## src/hdl/tmcore_pkg.sv

```systemverilog
package tmcore_pkg;
    localparam int NCH = 6;
    localparam logic [7:0] A_STAT = 8'h00;
    localparam logic [7:0] A_CNTH = 8'h04;
    localparam logic [7:0] A_CNTL = 8'h08;
    localparam logic [7:0] A_MODH = 8'h0C;
    localparam logic [7:0] A_MODL = 8'h10;
    localparam logic [7:0] A_CSC = 8'h14;
    localparam logic [7:0] A_CVAL = 8'h30;
    localparam int B_TOF = 7;
    localparam int B_OVERFLOW_IRQ_ENABLE = 6;
    localparam int B_HALT = 5;
    localparam int B_CLR = 4;
    localparam int B_CHF = 7;
    localparam int B_CHIE = 6;
    localparam int B_MSB = 5;
    localparam int B_MSA = 4;
    localparam int B_TOV = 1;
    localparam int B_MAX = 0;
    localparam logic [2:0] PS_EXT = 3'h7;
    localparam logic [15:0] MOD_RST = 16'hFFFF;
    localparam logic [7:0] CTL_MASK_EVEN = 8'h7F;
    localparam logic [7:0] CTL_MASK_ODD = 8'h5F;
endpackage

```

## src/hdl/tmcore_top.sv

```systemverilog
// The APB interface to the registers and the register addresses were decided locally.
`timescale 1ns/10ps
module tmcore_top import tmcore_pkg::*; (
    input wire logic CLK_I,
    input wire logic RST_B_I,
    input wire logic PSEL_I,
    input wire logic PENABLE_I,
    input wire logic PWRITE_I,
    input wire logic [7:0] PADDR_I,
    input wire logic [31:0] PWDATA_I,
    output logic [31:0] PRDATA_O,
    output logic PREADY_O,
    output logic PSLVERR_O,
    input wire logic EXT_CLK_PIN_I,
    output logic EXT_PIN_FORCE_IN_O,
    input wire logic [5:0] CH_PIN_I,
    output logic [5:0] CH_PIN_O,
    output logic [5:0] CH_PIN_OE_B_O,
    output logic OVF_IRQ_O,
    output logic [5:0] CH_IRQ_O
);
    // bus decode
    wire acc = PSEL_I & PENABLE_I;
    wire rd = acc & ~PREADY_O & ~PWRITE_I;
    wire wr = acc & PREADY_O & PWRITE_I;
    wire [7:0] a = PADDR_I;
    wire [7:0] wd = PWDATA_I[7:0];
    wire rd_stat = rd & (a == A_STAT);
    wire wr_stat = wr & (a == A_STAT);
    wire rd_cnth = rd & (a == A_CNTH);
    wire rd_cntl = rd & (a == A_CNTL);
    wire wr_modh = wr & (a == A_MODH);
    wire wr_modl = wr & (a == A_MODL);
    wire ch_sc_hit = (a >= A_CSC) && (a < A_CSC + 8'h18) && (a[1:0] == 2'h0);
    wire ch_vl_hit = (a >= A_CVAL) && (a < A_CVAL + 8'h18) && (a[1:0] == 2'h0);
    wire map_ok = (a <= A_MODL && a[1:0] == 2'h0) || ch_sc_hit || ch_vl_hit;
    wire [2:0] sc_idx = 3'((a - A_CSC) >> 2);
    wire [2:0] vl_idx = 3'((a - A_CVAL) >> 2);

    logic halt_q; // counter halted
    logic overflow_irq_enable_q; // overflow request enable
    logic tof_q; // overflow flag
    logic tof_arm_q; // flag read while set, clear allowed
    logic mod_lock_q; // modulo high written, low pending
    logic lat_v_q; // low byte held in buffer
    logic [2:0] ps_q; // prescale select
    logic [15:0] cnt_q; // counter
    logic [15:0] mod_q; // modulo
    logic [5:0] psc_q; // prescaler
    logic [7:0] lat_q; // low byte buffer
    logic [2:0] xs_q; // external clock sync chain
    logic [5:0] s1_q; // channel pin sync, first stage
    logic [5:0] s2_q; // channel pin sync, second stage
    logic [5:0] s3_q; // channel pin edge history
    logic ovf_ev_q; // overflow seen last cycle
    logic cchg_q; // counter advanced last cycle
    logic [7:0] ctl_q [NCH];
    logic [15:0] val_q [NCH];
    logic [5:0] chf_q;
    logic [2:0] act_odd_q;

    // external clock edge and prescaler tap
    wire ext_rise = xs_q[1] & ~xs_q[2];
    wire [5:0] pmask = 6'((7'h01 << ps_q) - 7'h01);
    wire psc_tap = &(psc_q | ~pmask);
    wire src_tick = (ps_q == PS_EXT) ? ext_rise : psc_tap;
    wire tick = src_tick & ~halt_q;
    wire ovf = tick & (cnt_q == mod_q);
    wire clr_cnt = wr_stat & wd[B_CLR];
    wire tof_clr = wr_stat & ~wd[B_TOF] & tof_arm_q & ~halt_q;
    wire tof_set = ovf & ~mod_lock_q;

    // synchronisers
    always_ff @(posedge CLK_I) begin
        if (!RST_B_I) begin
            xs_q <= 3'h0;
            s1_q <= 6'h00;
            s2_q <= 6'h00;
            s3_q <= 6'h00;
        end else begin
            xs_q <= {xs_q[1:0], EXT_CLK_PIN_I};
            s1_q <= CH_PIN_I;
            s2_q <= s1_q;
            s3_q <= s2_q;
        end
    end

    // prescaler, zeroed by the clear bit
    always_ff @(posedge CLK_I) begin
        if (!RST_B_I) begin
            psc_q <= 6'h00;
        end else begin
            psc_q <= clr_cnt ? 6'h00 : psc_q + 6'h01;
        end
    end

    // counter, clear beats overflow beats tick
    always_ff @(posedge CLK_I) begin
        if (!RST_B_I) begin
            cnt_q <= 16'h0000;
        end else if (clr_cnt) begin
            cnt_q <= 16'h0000;
        end else if (ovf) begin
            cnt_q <= 16'h0000;
        end else if (tick) begin
            cnt_q <= cnt_q + 16'h0001;
        end
    end

    // overflow and count events delayed for the channels
    always_ff @(posedge CLK_I) begin
        if (!RST_B_I) begin
            ovf_ev_q <= 1'b0;
            cchg_q <= 1'b0;
        end else begin
            ovf_ev_q <= ovf & ~clr_cnt;
            cchg_q <= tick & ~clr_cnt;
        end
    end

    // status and control register
    always_ff @(posedge CLK_I) begin
        if (!RST_B_I) begin
            halt_q <= 1'b1;
            overflow_irq_enable_q <= 1'b0;
            ps_q <= 3'h0;
        end else if (wr_stat) begin
            halt_q <= wd[B_HALT];
            overflow_irq_enable_q <= wd[B_OVERFLOW_IRQ_ENABLE];
            ps_q <= wd[2:0];
        end
    end

    // overflow flag, set wins over clear
    always_ff @(posedge CLK_I) begin
        if (!RST_B_I) begin
            tof_q <= 1'b0;
        end else begin
            tof_q <= tof_set | (tof_q & ~tof_clr);
        end
    end

    // clear arming: read while set, voided by new overflow or any status register write
    always_ff @(posedge CLK_I) begin
        if (!RST_B_I) begin
            tof_arm_q <= 1'b0;
        end else if (tof_set || wr_stat) begin
            tof_arm_q <= 1'b0;
        end else if (rd_stat && tof_q) begin
            tof_arm_q <= 1'b1;
        end
    end

    // modulo value and high-byte lock
    always_ff @(posedge CLK_I) begin
        if (!RST_B_I) begin
            mod_q <= MOD_RST;
            mod_lock_q <= 1'b0;
        end else begin
            if (wr_modh) begin
                mod_q[15:8] <= wd;
                mod_lock_q <= 1'b1;
            end
            if (wr_modl) begin
                mod_q[7:0] <= wd;
                mod_lock_q <= 1'b0;
            end
        end
    end

    // counter read latch, low byte held after a high read
    always_ff @(posedge CLK_I) begin
        if (!RST_B_I) begin
            lat_q <= 8'h00;
            lat_v_q <= 1'b0;
        end else if (clr_cnt || rd_cntl) begin
            lat_v_q <= 1'b0;
            lat_q <= 8'h00;
        end else if (rd_cnth && !lat_v_q) begin
            lat_v_q <= 1'b1;
            lat_q <= cnt_q[7:0];
        end
    end

    // channels
    genvar i;
    generate
        for (i = 0; i < NCH; i++) begin : g_ch
            localparam bit ODD = (i % 2) == 1;
            localparam int EV = i - (i % 2);
            logic arm_q; // flag read while set
            logic out_q; // pin level
            logic oe_b_q; // pin drive enable, low drives
            logic max_q; // full duty taken at overflow
            logic irq_q; // channel request
            wire dis = ODD && ctl_q[EV][B_MSB];
            wire msb = ctl_q[i][B_MSB];
            wire msa = ctl_q[i][B_MSA];
            wire [1:0] els = ctl_q[i][3:2];
            wire on = (els != 2'h0) & ~dis;
            wire capm = on & ~msb & ~msa;
            wire cmpm = on & (msb | msa);
            wire tov = ctl_q[i][B_TOV];
            wire [15:0] cv = (!ODD && msb && act_odd_q[i / 2]) ? val_q[i | 1] : val_q[i];
            wire edge_hit = (els[0] & s2_q[i] & ~s3_q[i]) | (els[1] & ~s2_q[i] & s3_q[i]);
            wire cap = capm & ~halt_q & edge_hit;
            wire cmp = cmpm & cchg_q & (cnt_q == cv);
            wire ev = cap | cmp;
            wire rdc = rd & ch_sc_hit & (sc_idx == 3'(i));
            wire wrc = wr & ch_sc_hit & (sc_idx == 3'(i));
            wire wrv = wr & ch_vl_hit & (vl_idx == 3'(i));
            wire clr = wrc & ~wd[B_CHF] & arm_q & ~halt_q;

            // flag, control and value
            always_ff @(posedge CLK_I) begin
                if (!RST_B_I) begin
                    chf_q[i] <= 1'b0;
                    arm_q <= 1'b0;
                    ctl_q[i] <= 8'h00;
                    val_q[i] <= 16'h0000;
                end else begin
                    chf_q[i] <= ev | (chf_q[i] & ~clr);
                    if (ev || wrc) begin
                        arm_q <= 1'b0;
                    end else if (rdc && chf_q[i]) begin
                        arm_q <= 1'b1;
                    end
                    if (wrc && !dis) begin
                        ctl_q[i] <= wd & (ODD ? CTL_MASK_ODD : CTL_MASK_EVEN);
                    end
                    if (cap) begin
                        val_q[i] <= cnt_q;
                    end else if (wrv) begin
                        val_q[i] <= PWDATA_I[15:0];
                    end
                end
            end

            // pin output
            always_ff @(posedge CLK_I) begin
                if (!RST_B_I) begin
                    out_q <= 1'b1;
                    oe_b_q <= 1'b1;
                    max_q <= 1'b0;
                    irq_q <= 1'b0;
                end else begin
                    irq_q <= chf_q[i] & ctl_q[i][B_CHIE];
                    oe_b_q <= ~cmpm;
                    if (ovf_ev_q) begin
                        max_q <= ctl_q[i][B_MAX];
                    end
                    if (els == 2'h0) begin
                        out_q <= ~msa;
                    end else if (cmpm && ovf_ev_q && tov) begin
                        out_q <= max_q ? ~els[0] : ~out_q;
                    end else if (cmp && !(max_q && tov)) begin
                        out_q <= (els == 2'h1) ? ~out_q : els[0];
                    end
                end
            end
            assign CH_PIN_O[i] = out_q;
            assign CH_PIN_OE_B_O[i] = oe_b_q;
            assign CH_IRQ_O[i] = irq_q;

            // buffered pair register select
            if (!ODD) begin : g_pair
                logic nxt_q;
                wire wr_odd = wr & ch_vl_hit & (vl_idx == 3'(i + 1));
                always_ff @(posedge CLK_I) begin
                    if (!RST_B_I) begin
                        nxt_q <= 1'b0;
                        act_odd_q[i / 2] <= 1'b0;
                    end else begin
                        if (wr_odd) begin
                            nxt_q <= 1'b1;
                        end else if (wrv) begin
                            nxt_q <= 1'b0;
                        end
                        if (!msb) begin
                            act_odd_q[i / 2] <= 1'b0;
                        end else if (ovf_ev_q) begin
                            act_odd_q[i / 2] <= nxt_q;
                        end
                    end
                end
            end
        end
    endgenerate

    // read data mux
    logic [7:0] rsel;
    always_comb begin
        rsel = 8'h00;
        if (a == A_STAT) begin
            rsel = {tof_q, overflow_irq_enable_q, halt_q, 1'b0, 1'b0, ps_q};
        end else if (a == A_CNTH) begin
            rsel = cnt_q[15:8];
        end else if (a == A_CNTL) begin
            rsel = lat_v_q ? lat_q : cnt_q[7:0];
        end else if (a == A_MODH) begin
            rsel = mod_q[15:8];
        end else if (a == A_MODL) begin
            rsel = mod_q[7:0];
        end else if (ch_sc_hit && !(sc_idx[0] && ctl_q[sc_idx - 3'h1][B_MSB])) begin
            rsel = {chf_q[sc_idx], ctl_q[sc_idx][6:0]};
        end
    end
    wire [31:0] rdata = ch_vl_hit ? {16'h0000, val_q[vl_idx]} : {24'h000000, rsel};

    // bus answer, one wait state
    always_ff @(posedge CLK_I) begin
        if (!RST_B_I) begin
            PREADY_O <= 1'b0;
            PSLVERR_O <= 1'b0;
            PRDATA_O <= 32'h00000000;
        end else begin
            PREADY_O <= acc & ~PREADY_O;
            PSLVERR_O <= acc & ~PREADY_O & ~map_ok;
            PRDATA_O <= rd ? (map_ok ? rdata : 32'h00000000) : 32'h00000000;
        end
    end

    // overflow request, blocked while modulo low write pending; pin direction
    always_ff @(posedge CLK_I) begin
        if (!RST_B_I) begin
            OVF_IRQ_O <= 1'b0;
            EXT_PIN_FORCE_IN_O <= 1'b0;
        end else begin
            OVF_IRQ_O <= tof_q & overflow_irq_enable_q & ~mod_lock_q;
            EXT_PIN_FORCE_IN_O <= (ps_q == PS_EXT);
        end
    end
endmodule

```

## config.mk

```make
export PLATFORM = sky130hd
export DESIGN_NAME = tmcore_top
export DESIGN_NICKNAME = d
export VERILOG_FILES = /design/src/hdl/tmcore_pkg.sv /design/src/hdl/tmcore_top.sv
export SDC_FILE = /design/constraint.sdc
export NUM_CORES = 1
export LEC_CHECK = 0
export ABC_AREA = 0
export BUFFER_PORTS_ARGS = -buffer_cell sky130_fd_sc_hd__buf_2
export CORE_ASPECT_RATIO = 1.2
export CORE_MARGIN = 2
export CORE_UTILIZATION = 61
export CTS_BUF_LIST = sky130_fd_sc_hd__clkbuf_4
export CTS_CLUSTER_DIAMETER = 50
export DETAILED_ROUTE_END_ITERATION = 10
export PLACE_DENSITY = 0.87
export SYNTH_ARGS = -nofsm -noshare
export SYNTH_HDL_FRONTEND = slang
export SYNTH_SLANG_ARGS = --single-unit
export TNS_END_PERCENT = 10
```

## constraint.sdc

```tcl
create_clock -name CLK_I -period 3.7 [get_ports CLK_I]
set_input_delay 0 -clock CLK_I [delete_from_list [all_inputs] [get_ports CLK_I]]
set_output_delay 0 -clock CLK_I [all_outputs]
set_load 0.03 [all_outputs]
```

---- Word-level counts from Yosys, hierarchy flattened ----
Memory sizes are Yosys's and may differ from the RTL's.
Index checks and enable logic that the tools add are counted.
word-level totals
  flip-flop bits (word level) ............. 156
  RAM bits ................................ 138
  input port bits ......................... 52
  output and inout port bits .............. 54
  memories kept ........................... 2
operators by class
  add/subtract/negate cells ............... 6
  order comparisons ....................... 6
  eq/ne operators ......................... 28
  shift operators ......................... 1
  muxes and demuxes ....................... 129
  bitwise logic cells ..................... 248
  reductions and logical operators ........ 108
memory list
  name   words  bits a word  read ports  clocked after Yosys merged registers in  write ports  RTL line          text
  val_q  6      16           7           0                                        6            tmcore_top.sv:58  logic [15:0] val_q [NCH];
  ctl_q  6      7            8           0                                        6            tmcore_top.sv:57  logic [7:0] ctl_q [NCH];
operator list
  cell                   number
  $mux 16                15
  $and 1x1->1            145
  $eq 16x16->1           7
  $mux 1                 99
  $mux 8                 8
  $not 1->1              58
  $logic_and 1x1->1      45
  $or 1x1->1             43
  $mux 7                 6
  $reduce_or 2->1        10
  $reduce_bool 2->1      9
  $reduce_bool 3->1      6
  $add 16x1->16 const B  1
  $eq 8x4->1 const B     2
  $eq 3x3->1 const B     5
  $logic_not 2->1        7
  $eq 2x1->1 const B     6
  $eq 3x2->1 const B     4
  $logic_not 1->1        11
  $logic_or 1x1->1       10
  $sub 5x5->5 const B    2
  $eq 8x3->1 const B     1
  $eq 8x5->1 const B     1
  $ge 8x5->1 const B     1
  other kinds (20)       24

---- Logic depth before layout (Yosys ltp) ----
An unclocked memory read counts as a cell.
  depth after elaboration ................. 13
  depth in mapped cells ................... 14
  gate-level depth less buffers ........... 10

---- Least setup slack after synthesis ----
OpenSTA, ideal clock, no wires.
  path type ............................... input-to-reg
  start ................................... input PADDR_I[3]
  end ..................................... register PRDATA_O[0]
  library setup time ...................... 0.091 ns
  data arrival time ....................... 3.197 ns
  path slack .............................. 0.412 ns
  stages on the path ...................... 14
  path through ............................ clkbuf_1 buf_1 buf_2 inv_1 ha_1 ha_1 buf_2 xnor2_1 o21ai_0 a21oi_1 a2111oi_4 o2111a_1 o221ai_1 a311oi_1
on the way
  cells in the longest elaborated chain, start to end .. 13
  elaborated cells between the ends (all ways) .. 33
  classes of those cells .................. 3 x add/sub; 5 x order compare; 4 x eq/ne; 7 x mux; 12 x reduce/logical; 2 x memory
ends and longest elaborated chain
  what                  RTL line           text
  from (decl)           tmcore_top.sv:9    input wire logic [7:0] PADDR_I,
  $sub 5x5->5           tmcore_top.sv:37   wire [2:0] sc_idx = 3'((a - A_CSC) >> 2);
  $sub 3x1->3           tmcore_top.sv:304  end else if (ch_sc_hit && !(sc_idx[0] && ctl_q[sc_idx - 3'h1][B_MSB])) begin
  $mem_v2 6x7           --
  $logic_and 1x1->1     tmcore_top.sv:304
  $logic_not 1->1       tmcore_top.sv:304
  $logic_and 1x1->1     tmcore_top.sv:304
  $mux 8                tmcore_top.sv:304
  $mux 8                tmcore_top.sv:302  end else if (a == A_MODL) begin
  $mux 8                tmcore_top.sv:300  end else if (a == A_MODH) begin
  $mux 8                tmcore_top.sv:298  end else if (a == A_CNTL) begin
  $mux 8                tmcore_top.sv:296  end else if (a == A_CNTH) begin
  $mux 8                tmcore_top.sv:294  if (a == A_STAT) begin
  $mux 8                tmcore_top.sv:308  wire [31:0] rdata = ch_vl_hit ? {16'h0000, val_q[vl_idx]} : {24'h000000, rsel};
  to (signal assigned)  tmcore_top.sv:319  PRDATA_O <= rd ? (map_ok ? rdata : 32'h00000000) : 32'h00000000;
  to (decl)             tmcore_top.sv:11   output logic [31:0] PRDATA_O,
Several ways; a longest one is shown, not always the timed one.
A chain may end at the register's enable or synchronous reset.

---- Final worst setup path ----
  start ................................... register cnt_q[10]
  end ..................................... register g_ch[2].out_q
on the way
  cells in the longest elaborated chain, start to end .. 4
ends and longest elaborated chain
  what                         RTL line           text
  from (decl)                  tmcore_top.sv:47   logic [15:0] cnt_q;
  from (signal assigned)       tmcore_top.sv:106  cnt_q <= cnt_q + 16'h0001;
  $eq 16x16->1                 tmcore_top.sv:207  wire cmp = cmpm & cchg_q & (cnt_q == cv);
  $and 1x1->1                  tmcore_top.sv:207
  $logic_and 1x1->1            tmcore_top.sv:256  end else if (cmp && !(max_q && tov)) begin
  $reduce_bool 3->1 (no line)  --
  to (signal assigned)         tmcore_top.sv:253  out_q <= ~msa;
  to (signal assigned)         tmcore_top.sv:255  out_q <= max_q ? ~els[0] : ~out_q;
  to (signal assigned)         tmcore_top.sv:257  out_q <= (els == 2'h1) ? ~out_q : els[0];
  to (decl)                    tmcore_top.sv:192  logic out_q;
Every way passes these cells.

==> summary.txt <==
Logic synthesis
  – Yosys reg bits: 275
  – Post-synth EDFFs: 135
  – Area leader, netlist: edfxtp_1
  – Most common cell in the netlist: nand2_1
  – Synth unique cells: 84
  – Synth top area cells: edfxtp_1 27%, dfxtp_1 19%, mux2i_1 6.5%, a22o_1 4.7%, xnor2_1 3.9%
  – Post-synthesis cell area: 15000 µm²
  – Syn Inst Count: 1496
  – Top FF cell, synth: dfxtp_1
  – Sequential area share after synthesis: 45.7%
  – Synth warn: 0
  – Ys async rst share: 0%
  – Synth cell count leaders: 151 x nand2_1, 140 x dfxtp_1, 135 x edfxtp_1
  – Post-Syn Area per Cell: 10.0 µm²
  – Share of the synthesized area in the top cell type: 27.0%

Clock tree
  – Clock transition at the registers of the reported paths: 0.08 ns
  – Post-CTS sizing: 0
  – H-tree depth: 3
  – CTS tree: yes
  – Clock latency at the later pin of the worst-skew pair: 0.72 ns
  – Worst-case clock buffer depth: 3
  – Clk sinks: 275
  – Inserted Clock Buffers: 71
  – Clk root buf: clkbuf_4

Die
  – Die width: 147 µm
  – Starting Density: 62.4%
  – Placement Rows: 62
  – Core Area: 24000 µm²
  – Die area: 25900 µm²
  – I/O pin total: 106
  – Die Y: 176 µm

Outcome
  – Outcome: finished, final reports clean

STA
  – Worst-Margin Slew: 1.25 ns
  – Skew final: 0.0531 ns
  – Tcrit/Tclk final: 79.8%
  – Final hold vios: 0
  – Slew Viols, Final: 0
  – Worst hold slack: 0.0208 ns
  – Slew margin rel.: 16.1%
  – RSZ-0062 raised after global routing: no
  – Setup_tns: 0 ns
  – Final min period: 2.95 ns
  – Maximum clock frequency: 339 MHz
  – Final setup fails: 0

Placement
  – Input/output buffers: 73
  – GPL Wtd Cong: 0.984
  – Post-DP HPWL: 32400 µm

Route
  – Routed Antenna Nets: 0
  – DRT Pass-1 Iters: 10
  – DRT iter0 DRCs: 1600
  – Routed WL per cell: 24.2 µm
  – DRC: 0
  – Total number of vias: 13.1k
  – Drt total wl: 47900 µm
  – Via density: 6.64

Power and ir drop
  – Internal cell power: 4.88 mW
  – LEAKAGE: 6.53 nW
  – Worst VDD drop: 0.252 mV
  – Seq pwr share: 50.6%
  – Psw: 1.69 mW
  – Comb pwr share: 8.0%
  – Clk pwr share: 41.4%
  – Pwr/cell area: 391 nW/µm²
  – Sw Share: 25.7%

Critical path
  – Worst setup EP type: flip-flop
  – Crit path DAT: 3.50 ns
  – Largest fanout on the critical path: 14
  – CP Launch Type: flip-flop
  – Flop-to-flop setup slack: 0.75 ns
  – Slowest stage cell, crit path: dfxtp_1
  – CP Cell Sequence: xor2_1 > nor4_1 > a21oi_1 > nor4_1 > buf_4 > a21o_1 > a31oi_1
  – Crit-path most repeated cell: nor4_1
  – Worst path max stage delay: 0.85 ns
  – Crit Path Category: flip-flop to flip-flop
  – Worst Path Required: 4.25 ns

Final layout
  – Footprint of the multi-input gates: 7360 µm²
  – Util after Layout: 70.0%
  – Area Overhead vs Synth: 12.1%
  – Fillers: 1810
  – Layout cell share with drive strength beyond 1: 16.9%
  – Sequential Area: 6860 µm²
  – Final net count: 1665

Global routing
  – Largest net degree at the start of global routing: 51
  – Initial antenna violation count: 1
  – Tot GR Track Use: 36.7%
  – Total gr overflow: 0
  – Vias in the first global route: 12.6k
  – First-pass GRT wire length: 72100 µm

Flow run
  – Max cap viols: 0

Hold path
  – Hold WC Path Type: input pin to flip-flop
==> stage by stage <==
stage	setup slack [ns]	cells	total power, mW	cell area (µm²)
5_1_grt	0.619	1976	6.78	16800
2_1_floorplan	0.412	1511	3.69	15100
4_1_cts	0.857	1975	6.58	16800
3_3_place_gp	0.677	1806	3.85	15500
3_5_place_dp	0.680	1806	3.86	15500
6_report	0.747	1976	6.57	16800
==> cell families (layout without fill, tap and decap cells) <==
logic type,Yosys count,count (layout),synth area share [%]
other,1,17,0.0250
buffers and inverters,175,319,5.72
muxes,118,118,9.23
AOI/OAI and AO/OA,287,287,14.2
adders and majority gates,10,10,0.833
and+or+nand+nor,517,517,17.7
DFF,275,275,45.7
xor gates and xnor gates,113,113,6.59
==> power by group through the flow <==
stage | Clock, mW | Combinational (mW) | Sequential, mW
after floorplan | 0 | 0.325 | 3.36
after global placement | 0 | 0.463 | 3.38
after detailed placement | 0 | 0.471 | 3.39
after CTS | 2.75 | 0.506 | 3.32
after global routing | 2.91 | 0.545 | 3.33
final | 2.72 | 0.526 | 3.32
==> placed cells by master, fill, tap and decap left out, types with 17 or more instances in the layout <==
cell type	Yosys	final
nand3_1	27	27
dlygate4sd3_1	0	44
nand4_1	25	25
buf_2	23	73
and2_1	68	68
nand2_1	151	151
nor2_1	116	116
edfxtp_1	135	135
buf_4	39	50
a22o_1	81	81
a211oi_1	27	27
a21oi_1	42	42
nor3_1	21	21
xnor2_1	67	67
dfxtp_1	140	140
clkbuf_4	0	105
o21ai_0	41	41
inv_1	24	24
mux2i_1	98	98
a31oi_1	17	17
xor2_1	46	46
==> final timing paths <==
path | start | to | depth (start not counted)
worst max register to register | cnt_q[10]$_SDFFE_PP0P_ | g_ch[2].out_q$_SDFFE_PN1P_ | 7
worst min-delay path | CH_PIN_I[4] | s1_q[4]$_SDFF_PN0_ | 3
worst min register to register | s1_q[3]$_SDFF_PN0_ | s2_q[3]$_SDFF_PN0_ | 1
worst max-delay path | cnt_q[10]$_SDFFE_PP0P_ | g_ch[2].out_q$_SDFFE_PN1P_ | 7
==> metal layers <==
metal	wire, µm	vias to the layer above	share of wire [%]	track usage [%]
met5	0	-	0	0
met4	3890	0	8.1	25.5
met3	5760	275	12	8.55
met2	21700	1065	45	59.1
met1	16600	6131	35	43.5
li1	-	5657	-	-
==> timing repair <==
item                                   CTS  global route
hold buffers                            44             0
endpoints found under the hold margin  214             0
setup buffers                            0             0
==> cell type report <==
type,instances,share of cell area [%]
Antenna cell,1,0.0149
Inverter,27,0.602
Multi-Input combinational cell,1061,43.8
Tap cell,320,2.38
Sequential cell,275,40.8
Clock buffer,105,4.69
Clock inverter,20,0.788
Timing Repair Buffer,167,7.02
==> flip-flops by register name (all words and copies together) (netlist names), 3 cells and up <==
signal and count:
PRDATA_O 16, act_odd_q 3, s3_q 6, g_ch.irq_q 6, xs_q 3, cnt_q 16
g_ch.max_q 6, g_ch.arm_q 6, g_ch.oe_b_q 6, g_ch.out_q 6, s2_q 6, psc_q 6
ps_q 3, s1_q 6, g_ch.g_pair.nxt_q 3, mod_q 16, lat_q 8, ctl_q 39
chf_q 6, val_q 96
==> worst max-delay path: cells and delay by family, from the launching register on <==
| kind | cells | cell delay, ns |
|---|---|---|
| buf+inv | 1 | 0.26 |
| xor+xnor | 1 | 0.15 |
| flops | 1 | 0.85 |
| simple gates | 2 | 1.19 |
| compound gates | 3 | 0.34 |
No activity file was read; power rests on OpenSTA's default activity.
